$ cat src/timer_pkg.sv
package timer_pkg;

  // ----------------------------------------------------------------
  // Widths
  // ----------------------------------------------------------------
  localparam int unsigned WIDE_W  = 10;
  localparam int unsigned HIGH_W  = 2;
  localparam int unsigned BYTE_W  = 8;
  localparam int unsigned ADDR_W  = 3;
  localparam int unsigned NUM_CMP = 4;

  // ----------------------------------------------------------------
  // Register select codes on the byte bus
  // ----------------------------------------------------------------
  localparam logic [2:0] ADDR_HIGH_LATCH = 3'h0;
  localparam logic [2:0] ADDR_COUNTER    = 3'h1;
  localparam logic [2:0] ADDR_CMP_A      = 3'h2;
  localparam logic [2:0] ADDR_CMP_B      = 3'h3;
  localparam logic [2:0] ADDR_CMP_C      = 3'h4;
  localparam logic [2:0] ADDR_CMP_D      = 3'h5;
  localparam logic [2:0] ADDR_CTRL_A     = 3'h6;

  // ----------------------------------------------------------------
  // Control register A fields and reset value
  // ----------------------------------------------------------------
  localparam int unsigned MODE_A_HI_BIT = 7;
  localparam int unsigned MODE_A_LO_BIT = 6;
  localparam int unsigned MODE_B_HI_BIT = 5;
  localparam int unsigned MODE_B_LO_BIT = 4;
  localparam int unsigned FORCE_A_BIT   = 3;
  localparam int unsigned FORCE_B_BIT   = 2;
  localparam int unsigned PWM_A_BIT     = 1;
  localparam int unsigned PWM_B_BIT     = 0;
  localparam logic [7:0]  CTRL_A_RESET  = 8'h00;
  localparam logic [7:0]  CTRL_A_RMASK  = 8'hF3;

  // ----------------------------------------------------------------
  // Output mode codes
  // ----------------------------------------------------------------
  localparam logic [1:0] CODE_OFF    = 2'h0;
  localparam logic [1:0] CODE_TOGGLE = 2'h1;
  localparam logic [1:0] CODE_CLEAR  = 2'h2;
  localparam logic [1:0] CODE_SET    = 2'h3;

  localparam logic [9:0] WIDE_RESET   = 10'h000;
  localparam logic [9:0] WIDE_BOTTOM  = 10'h000;
  localparam logic [1:0] HIGH_RESET   = 2'h0;
  localparam logic [7:0] BYTE_ZERO    = 8'h00;

endpackage

$ cat src/out_mode_if.sv
`timescale 1ns/10ps
interface out_mode_if;
  logic [1:0] mode_code;
  logic       pwm_en;
  logic       wgm_lo;
  logic       six_mode;
  logic       force_strobe;
  logic [1:0] force_code;
  logic       match_evt;
  logic       bottom_evt;
  logic       count_down;
  logic       wave;
  logic       true_oe_n;
  logic       comp_oe_n;
  logic       pair_oe_n;

  modport ctrl (
    output mode_code, pwm_en, wgm_lo, six_mode, force_strobe, force_code,
           match_evt, bottom_evt, count_down,
    input  wave, true_oe_n, comp_oe_n, pair_oe_n
  );
  modport unit (
    input  mode_code, pwm_en, wgm_lo, six_mode, force_strobe, force_code,
           match_evt, bottom_evt, count_down,
    output wave, true_oe_n, comp_oe_n, pair_oe_n
  );
endinterface

$ cat src/out_mode_unit.sv
`timescale 1ns/10ps
module out_mode_unit (
  input  wire logic core_clk,
  input  wire logic rst_n,
  out_mode_if.unit  om
);

  logic       any_on;

  // Stored channel A mode is not off
  assign any_on = (om.mode_code != timer_pkg::CODE_OFF);

  // Waveform output update
  always_ff @(posedge core_clk or negedge rst_n) begin
    if (!rst_n) begin
      om.wave <= 1'b0;
    end else if (om.force_strobe) begin
      // Force takes the written code, even when PWM was on before
      case (om.force_code)
        timer_pkg::CODE_TOGGLE: om.wave <= ~om.wave;
        timer_pkg::CODE_CLEAR:  om.wave <= 1'b0;
        timer_pkg::CODE_SET:    om.wave <= 1'b1;
        default:                om.wave <= om.wave;
      endcase
    end else if (!om.pwm_en) begin
      if (om.match_evt) begin
        case (om.mode_code)
          timer_pkg::CODE_TOGGLE: om.wave <= ~om.wave;
          timer_pkg::CODE_CLEAR:  om.wave <= 1'b0;
          timer_pkg::CODE_SET:    om.wave <= 1'b1;
          default:                om.wave <= om.wave;
        endcase
      end
    end else if (om.wgm_lo) begin
      // Dual slope: up-match and down-match act oppositely
      if (om.match_evt && any_on) begin
        om.wave <= (om.mode_code == timer_pkg::CODE_SET) ^ om.count_down;
      end
    end else if (any_on) begin
      // Single slope: match wins over bottom
      if (om.match_evt) begin
        om.wave <= (om.mode_code == timer_pkg::CODE_SET);
      end else if (om.bottom_evt) begin
        om.wave <= (om.mode_code != timer_pkg::CODE_SET);
      end
    end
  end

  // Pin drive enables, low while the pin is driven
  always_ff @(posedge core_clk or negedge rst_n) begin
    if (!rst_n) begin
      om.true_oe_n <= 1'b1;
      om.comp_oe_n <= 1'b1;
      om.pair_oe_n <= 1'b1;
    end else begin
      om.true_oe_n <= !any_on;
      om.comp_oe_n <= !(om.pwm_en && any_on &&
                        (om.six_mode || om.mode_code == timer_pkg::CODE_TOGGLE));
      om.pair_oe_n <= !(om.pwm_en && om.six_mode && any_on);
    end
  end

endmodule

$ cat src/wide_timer_access_and_out_mode.sv
`timescale 1ns/10ps
// Overview of operation
// - CPU reaches 10-bit registers byte-wise
// - One shared 2-bit high-byte latch
// - Low-byte write commits latch plus byte
// - Low-byte read copies upper bits to latch
// - Control A layout, reset zero, strobes write-only
// - Nonzero channel A mode takes the true pin
// - Complement pin for code 01 in PWM, or any nonzero code in six-output PWM
// - Mode meaning follows PWM enable and wave bits
// - Non-PWM codes toggle, clear or set on match
// - Fast PWM clear/set on match and bottom
// - Dual-slope PWM acts by counting direction
// - Single-slope six-output drives every pair
// - Dual-slope six-output drives every pair
// - Force strobe written with PWM bit clear applies action now, reads zero
// - PWM enable selects PWM on compare A
// - Low wave bit selects dual-slope output action; counting direction comes from count_down
module wide_timer_access_and_out_mode (
  input  wire logic       core_clk,
  input  wire logic       rst_n,
  input  wire logic [2:0] cpu_addr,
  input  wire logic       cpu_wr,
  input  wire logic       cpu_rd,
  input  wire logic [7:0] cpu_wdata,
  output logic      [7:0] cpu_rdata,
  input  wire logic       wave_gen_mode_lo,
  input  wire logic       wave_gen_mode_hi,
  input  wire logic       six_output_mode,
  input  wire logic       count_tick,
  input  wire logic       count_down,
  output logic      [9:0] wide_counter_value,
  output logic      [9:0] compare_value_a,
  output logic            waveform_a,
  output logic            compare_pin_a_oe_n,
  output logic            compare_pin_a_n_oe_n,
  output logic            paired_compare_pins_oe_n
);

  // ----------------------------------------------------------------
  // Storage
  // ----------------------------------------------------------------
  // Registers and their next values
  logic [1:0] shared_high_byte_latch_reg;
  logic [9:0] counter_reg;
  logic [9:0] counter_next;
  logic [9:0] cmp_reg [timer_pkg::NUM_CMP];
  logic [7:0] ctrl_a_reg;
  logic [7:0] rdata_reg;
  logic [7:0] rdata_next;

  // Decode strobes and counter events
  logic       cpu_is_wide;
  logic [9:0] wide_sel;
  logic       match_now;
  logic       bottom_now;
  logic       ctrl_wr;
  logic       latch_wr;
  logic       counter_wr;
  logic       wide_rd;

  out_mode_if om ();

  // ----------------------------------------------------------------
  // Byte access decode
  // ----------------------------------------------------------------

  // Selected 10-bit register for the low-byte path
  always_comb begin
    cpu_is_wide = 1'b1;
    wide_sel    = timer_pkg::WIDE_RESET;
    case (cpu_addr)
      timer_pkg::ADDR_COUNTER: wide_sel = counter_reg;
      timer_pkg::ADDR_CMP_A:   wide_sel = cmp_reg[0];
      timer_pkg::ADDR_CMP_B:   wide_sel = cmp_reg[1];
      timer_pkg::ADDR_CMP_C:   wide_sel = cmp_reg[2];
      timer_pkg::ADDR_CMP_D:   wide_sel = cmp_reg[3];
      default:                 cpu_is_wide = 1'b0;
    endcase
  end

  // Write strobes by target
  assign ctrl_wr    = cpu_wr && (cpu_addr == timer_pkg::ADDR_CTRL_A);
  assign latch_wr   = cpu_wr && (cpu_addr == timer_pkg::ADDR_HIGH_LATCH);
  assign counter_wr = cpu_wr && (cpu_addr == timer_pkg::ADDR_COUNTER);

  // Low-byte read of a 10-bit register copies its upper bits
  assign wide_rd    = cpu_rd && cpu_is_wide;

  // ----------------------------------------------------------------
  // Shared high-byte latch
  // ----------------------------------------------------------------

  // Written directly, or loaded from a low-byte read
  always_ff @(posedge core_clk or negedge rst_n) begin
    if (!rst_n) begin
      shared_high_byte_latch_reg <= timer_pkg::HIGH_RESET;
    end else if (latch_wr) begin
      shared_high_byte_latch_reg <= cpu_wdata[1:0];
    end else if (wide_rd) begin
      shared_high_byte_latch_reg <= wide_sel[9:8];
    end
  end

  // ----------------------------------------------------------------
  // Counter value
  // ----------------------------------------------------------------

  // CPU low-byte write beats a tick from the counting engine
  always_comb begin
    counter_next = counter_reg;
    if (counter_wr) begin
      counter_next = {shared_high_byte_latch_reg, cpu_wdata};
    end else if (count_tick) begin
      counter_next = count_down ? counter_reg - 10'h001 : counter_reg + 10'h001;
    end
  end

  always_ff @(posedge core_clk or negedge rst_n) begin
    if (!rst_n) begin
      counter_reg <= timer_pkg::WIDE_RESET;
    end else begin
      counter_reg <= counter_next;
    end
  end

  // ----------------------------------------------------------------
  // Compare registers
  // ----------------------------------------------------------------
  genvar gi;
  generate
    for (gi = 0; gi < timer_pkg::NUM_CMP; gi++) begin : g_cmp
      // Low-byte write commits the latch with it
      always_ff @(posedge core_clk or negedge rst_n) begin
        if (!rst_n) begin
          cmp_reg[gi] <= timer_pkg::WIDE_RESET;
        end else if (cpu_wr && cpu_addr == timer_pkg::ADDR_CMP_A + 3'(gi)) begin
          cmp_reg[gi] <= {shared_high_byte_latch_reg, cpu_wdata};
        end
      end
    end
  endgenerate

  // ----------------------------------------------------------------
  // Control register A
  // ----------------------------------------------------------------

  // Force strobes are never stored
  always_ff @(posedge core_clk or negedge rst_n) begin
    if (!rst_n) begin
      ctrl_a_reg <= timer_pkg::CTRL_A_RESET;
    end else if (ctrl_wr) begin
      ctrl_a_reg <= cpu_wdata & timer_pkg::CTRL_A_RMASK;
    end
  end

  // ----------------------------------------------------------------
  // Read data
  // ----------------------------------------------------------------

  // Read data is returned one cycle after the read strobe
  always_comb begin
    rdata_next = timer_pkg::BYTE_ZERO;
    if (cpu_is_wide) begin
      rdata_next = wide_sel[7:0];
    end else if (cpu_addr == timer_pkg::ADDR_HIGH_LATCH) begin
      rdata_next = {6'h00, shared_high_byte_latch_reg};
    end else if (cpu_addr == timer_pkg::ADDR_CTRL_A) begin
      rdata_next = ctrl_a_reg;
    end
  end

  always_ff @(posedge core_clk or negedge rst_n) begin
    if (!rst_n) begin
      rdata_reg <= timer_pkg::BYTE_ZERO;
    end else if (cpu_rd) begin
      rdata_reg <= rdata_next;
    end
  end

  // ----------------------------------------------------------------
  // Channel A output mode
  // ----------------------------------------------------------------

  // Events seen on the counter as it steps
  assign match_now  = count_tick && (counter_reg == cmp_reg[0]);
  assign bottom_now = count_tick && (counter_reg == timer_pkg::WIDE_BOTTOM);

  // Mode selection inputs to the waveform unit
  assign om.mode_code    = ctrl_a_reg[timer_pkg::MODE_A_HI_BIT:timer_pkg::MODE_A_LO_BIT];
  assign om.pwm_en       = ctrl_a_reg[timer_pkg::PWM_A_BIT];
  assign om.wgm_lo       = wave_gen_mode_lo;
  assign om.six_mode     = six_output_mode && wave_gen_mode_hi;
  assign om.match_evt    = match_now;
  assign om.bottom_evt   = bottom_now;
  assign om.count_down   = count_down;

  // Force strobe uses the code and PWM bit of the same write
  assign om.force_strobe = ctrl_wr && cpu_wdata[timer_pkg::FORCE_A_BIT] &&
                           !cpu_wdata[timer_pkg::PWM_A_BIT];
  assign om.force_code   = cpu_wdata[timer_pkg::MODE_A_HI_BIT:timer_pkg::MODE_A_LO_BIT];

  out_mode_unit u_out_mode (
    .core_clk (core_clk),
    .rst_n    (rst_n),
    .om       (om)
  );

  // ----------------------------------------------------------------
  // Outputs
  // ----------------------------------------------------------------

  // Register views and waveform, straight from flops
  assign cpu_rdata                = rdata_reg;
  assign wide_counter_value       = counter_reg;
  assign compare_value_a          = cmp_reg[0];
  assign waveform_a               = om.wave;

  // Active-low pin drive enables, straight from the unit's flops
  assign compare_pin_a_oe_n       = om.true_oe_n;
  assign compare_pin_a_n_oe_n     = om.comp_oe_n;
  assign paired_compare_pins_oe_n = om.pair_oe_n;

endmodule

$ cat config.mk
export PLATFORM = sky130hd
export DESIGN_NAME = wide_timer_access_and_out_mode
export DESIGN_NICKNAME = d
export VERILOG_FILES = /design/src/timer_pkg.sv /design/src/out_mode_if.sv /design/src/out_mode_unit.sv /design/src/wide_timer_access_and_out_mode.sv
export SDC_FILE = /design/constraint.sdc
export NUM_CORES = 1
export LEC_CHECK = 0
export BUFFER_PORTS_ARGS = -buffer_cell sky130_fd_sc_hd__buf_2
export CORE_UTILIZATION = 57
export CTS_CLUSTER_DIAMETER = 60
export DETAILED_ROUTE_END_ITERATION = 6
export PLACE_DENSITY = 0.79
export SYNTH_ARGS = -nofsm -noshare
export SYNTH_HDL_FRONTEND = slang
export SYNTH_SLANG_ARGS = --single-unit
$ cat constraint.sdc
create_clock -name core_clk -period 2.93 [get_ports core_clk]
set_clock_uncertainty 0.2 [all_clocks]
set_input_delay 0.293 -clock core_clk [delete_from_list [all_inputs] [get_ports core_clk]]
set_output_delay 0.293 -clock core_clk [all_outputs]
set_load 0.02 [all_outputs]
Word level (Yosys, flattened, before mapping)
Cells that the tools add are included.
{"block": "word_totals", "ff_bits": 70, "in_bits": 20}
{"block": "classes", "bitwise": 2, "add_sub_neg": 2, "eq_ne": 17, "n_reduce_logical": 33, "mux": 20}
{"op": "10-bit one-hot mux with 5 select lines", "count": 1}
{"op": "10-bit two-way mux", "count": 3}
{"op": "8-bit two-way mux", "count": 3}
{"op": "1-bit logical AND", "count": 18}
{"op": "10-bit by 1-bit adder with 10-bit output, second input constant", "count": 1}
{"op": "10-bit equality test", "count": 1}
{"op": "10-bit logical NOT", "count": 1}
{"op": "10-bit by 1-bit subtractor with 10-bit output, second input constant", "count": 1}
{"op": "3-bit equality test, second input constant", "count": 3}
{"op": "1-bit two-way mux", "count": 9}
{"op": "2-bit equality test, second input constant", "count": 4}
{"op": "4-bit by 2-bit inequality test with 1-bit output, second input constant", "count": 2}
{"op": "3-bit by 2-bit equality test with 1-bit output, second input constant", "count": 2}
{"op": "1-bit one-hot mux with 3 select lines", "count": 2}
{"op": "6-bit AND reduction", "count": 1}
{"op": "2-bit nonzero test", "count": 3}
{"op": "5-bit nonzero test", "count": 1}
{"op": "5-bit OR reduction", "count": 1}
{"op": "2-bit by 1-bit equality test with 1-bit output, second input constant", "count": 2}
{"op": "1-bit logical NOT", "count": 4}
{"op": "2-bit two-way mux", "count": 2}
{"op": "4-bit by 1-bit inequality test with 1-bit output, second input constant", "count": 1}
{"op": "4-bit nonzero test", "count": 1}
{"op": "3-bit by 1-bit equality test with 1-bit output, second input constant", "count": 1}
{"op": "6 further kinds", "count": 6}

Logic depth before layout (Yosys ltp)
{"block": "logic_depth", "word_depth": 8, "mapped_depth": 10, "mapped_depth_nobuf": 9}

Hierarchy
Synthesis repeated with hierarchy kept, for this count alone.
{"block": "unflattened", "hier_cells": 361, "area_unflattened_um2": 4007.6}
{"mod": "wide_timer_access_and_out_mode", "cells_each": 336, "n_inst": 1, "seq_area_each_um2": 1651.6, "area_each_um2": 3772.4}
{"mod": "out_mode_unit", "cells_each": 25, "n_inst": 1, "seq_area_each_um2": 103.8, "area_each_um2": 235.2}

Worst setup path before layout
No wires, ideal clock.
{"block": "synth_timing", "path_kind": "reg2reg", "start": "register counter_reg[1] (netlist: wide_counter_value[1])", "end": "register counter_reg[9] (netlist: wide_counter_value[9])", "slack_ns": 0.588, "t_arrival_ns": 2.018, "stages_incl_launch_ff": 9, "period_less_slack_ns": 2.342, "path_buffers": 0, "cell_sequence": "dfrtp_1 > ha_1 > a211oi_1 > o21bai_1 > a21oi_1 > nor3_1 > nor3_1 > xnor2_1 > mux2_2"}
{"block": "synth_between", "elab_chain_len": 4, "word_cells_on_any_way": 5, "classes_between": "add/sub: 2; mux: 3"}
{"item": "start: declaration", "line": "wide_timer_access_and_out_mode.sv:45", "rtl": "logic [9:0] counter_reg;"}
{"item": "start signal: assignment", "line": "wide_timer_access_and_out_mode.sv:121", "rtl": "counter_reg <= timer_pkg::WIDE_RESET;"}
{"item": "start signal: assignment", "line": "wide_timer_access_and_out_mode.sv:123", "rtl": "counter_reg <= counter_next;"}
{"item": "10-bit by 1-bit adder with 10-bit output or 10-bit by 1-bit subtractor with 10-bit output (tied branches)", "line": "wide_timer_access_and_out_mode.sv:115", "rtl": "counter_next = count_down ? counter_reg - 10'h001 : counter_reg + 10'h001;"}
{"item": "10-bit two-way mux (*)", "line": "wide_timer_access_and_out_mode.sv:115"}
{"item": "10-bit two-way mux (*)", "line": "wide_timer_access_and_out_mode.sv:114", "rtl": "end else if (count_tick) begin"}
{"item": "10-bit two-way mux (*)", "line": "wide_timer_access_and_out_mode.sv:112", "rtl": "if (counter_wr) begin"}
Every way passes the cells marked *; elsewhere a longest branch is shown, timed or not. The select of a mux whose other input is x is not followed.
A chain may end at the register's enable or synchronous reset.

Worst setup path after layout
Ends and elaborated chain as after synthesis.

==> results.md <==
- Status: completed
- Initial antenna violation count: 0
- Most common cell after layout, fill and taps aside: dfrtp_1
- FF+latch count, synth: 70
- Placer Congestion: 0.853
- Slew HR: 54.4%
- Share of cells above drive strength 1: 21.6%
- Post-CTS Setup Bufs: 0
- Core area: 6490 µm²
- Vias per inst: 6.19
- Final Hold Viols: 0
- GRT overflow: 0
- Period Utilization, post-route: 85.9%
- FF-to-FF path depth: 8
- Worst-path clk slew: 80 ps
- Clock buffer depth: 2
- PwrDens: 840 nW/µm²
- Setup slack, reg-to-reg: 410 ps
- Vias in the first global route: 3142
- WP depth: 8
- Area of the mapped netlist: 3930 µm²
- Most frequent CP cell: nor3_1
- Clock Root Buffer: clkbuf_8
- Pin count of the biggest net entering global routing: 30
- Busiest grt layer: met2
- Layout Utilization: 68.3%
- Crit Path Max Fanout: 6
- Post-synth top area share: 42.7%
- Post-synth net total: 393
- MaxCap Viol Count: 0
- Setup_tns: 0 ps
- Grt met2 use: 47.1%
- DRT iter0 DRCs: 221
- CTS buffer count: 9
- Nets: 440
- Critical path buffer and inverter count: 0
- I/O Buffers: 51
- Worst path slowest cell: dfrtp_1
- H-tree depth: 3
- ANT nets after route: 0
- Routed via count: 3027
- Area Overhead vs Synth: 13.1%
- Max FFs per register: 30
- Crit-path leading delay family: compound AO/OA/AOI/OAI gates
- Post-synth EDFFs: 0
- Leak pwr: 0.00205 µW
- Die X: 85.0 µm
- Top FF cell, synth: dfrtp_1
- Worst-Margin Slew: 679 ps
- Total power: 3730 µW
- # diodes: 0
- Worst min-delay path category: in2reg
- Yosys Warn Count: 0
- RSZ-0062 raised after global routing: false
- Die Y: 85.0 µm
- Largest area contributor in the netlist: dfrtp_1
- Drt pass-1 iters: 4
- Worst Path Arrival: 2560 ps
- Die ar.: 7220 µm²
- CP required: 2970 ps
- CP startpoint kind: flop
- Multi-input logic area: 1980 µm²
- Syn Inst Count: 360
- Main area contributors after synthesis: dfrtp_1 (43%), mux2_1 (13%), mux2i_1 (4.8%)
- Final min period: 2520 ps
- Worst ir drop on vdd: 0.000437 V
- Kind of critical path: reg2reg
- Overall Global Routing Usage: 28.9%
- Worst path cell trace: ha_1 > a211oi_1 > o21bai_1 > a21oi_1 > nor3_1 > nor3_1 > xnor2_1 > mux2_2
- First-pass GRT wire length: 15.8 mm
- CTS tree: yes
- Register area: 1760 µm²
- Wire per inst: 19.3 µm
- Fin. max-slew vios: 0
- Max incr delay on CP: 450 ps
- Post-DP HPWL: 6.75 mm
- Distinct cells, synth: 50
- Worst Setup End Kind: flop
- Met1 usage: 38.4%
- Grt met3 use: 4.57%
- Hold-critical path depth: 3
- Clk Latency, worst-skew pair: 350 ps
- Mean Syn Cell Area: 10.9 µm²
- Rows: 29
- Commonest non-fill, non-tap cells in the layout: dfrtp_1 (67), buf_2 (51), mux2_1 (44), a21oi_1 (20)
- Place WS: 382 ps
- Drt drc: 0
- Fmax: 398 MHz
- Final-layout fill cell count: 499
- PnR worst setup slack: 415 ps
- Asr flop ratio synth: 100%
- Sink Count: 70
- Final Setup Violations: 0
- Sequential share of the synthesized area: 44.7%
- Ports: 52
- Routed Wire Length: 9.46 mm
- Starting density of the core: 60.5%
[per-layer routing]
layer | up-vias | share of wire, % | wire length (µm)
li1 | 1405 | - | -
met1 | 1498 | 43 | 4100
met2 | 112 | 49 | 4620
met3 | 12 | 6.2 | 583
met4 | 0 | 1.6 | 153
met5 | - | 0 | 0
[final timing paths]
| kind | start | to |
|---|---|---|
| max | wide_counter_value[1] | wide_counter_value[9] |
| min | cpu_wdata[2] | wide_counter_value[2] |
| max reg2reg | wide_counter_value[1] | wide_counter_value[9] |
| min reg2reg | cmp_reg[14] | cmp_reg[14] |
| max in group asynchronous | rst_n | ctrl_a_reg[0] |
| min in group asynchronous | rst_n | ctrl_a_reg[6] |
[synthesized netlist by cell type (all sizes together) (9+ instances only)]
master   n
a21oi   20
a221oi   9
buf     17
clkbuf  12
dfrtp   67
ha      12
inv     10
mux2    48
mux2i   19
nand2   19
nor2    17
o21ai   21
xor2    10
[where the power goes]
group | internal (µW) | switching, µW
clock network | 413 | 383
logic | 634 | 772
registers | 1220 | 301
[logic make-up (layout without fill, tap and decap cells)]
| group | count (synthesis) | after routing | share of synthesized area (%) |
|---|---|---|---|
| AO/OA/AOI/OAI | 77 | 77 | 12.8 |
| XOR/XNOR | 18 | 18 | 4.02 |
| AND/OR/NAND/NOR | 75 | 75 | 9.91 |
| buffers and inverters | 39 | 91 | 4.97 |
| multiplexers | 68 | 68 | 19.3 |
| flip-flops | 70 | 70 | 44.7 |
| adder cells (fa/ha/maj) | 13 | 13 | 4.33 |
[worst min-delay path: cells and delay by family]
kind | cells | cell delay [ps]
buffers and inverters | 1 | 130
AOI/OAI and AO/OA | 1 | 50
and+or+nand+nor | 1 | 60
[per-stage QoR]
step | hold WS, ps | instance area, µm² | cells
after floorplan | -203 | 3930 | 360
after global placement | 99.0 | 4200 | 469
after detailed placement | 103 | 4200 | 469
after CTS | 19.6 | 4440 | 489
after global routing | 40.6 | 4440 | 489
final | 18.8 | 4440 | 489
[final cells by class]
cell class	instances	share of cell area, %
Multi-Input combinational cell	251	44.6
Clock inverter	6	1.38
Tap cell	77	2.17
Inverter	10	0.846
Timing Repair Buffer	65	8.34
Clock buffer	10	3.10
Sequential cell	70	39.5
[what timing repair did]
action,4_1_cts,5_1_grt
endpoints found under the hold margin,22,0
gates resized for setup,0,0
hold buffers,4,0
endpoints found under the setup margin,0,0
No activity file was read; power rests on OpenSTA's default activity.
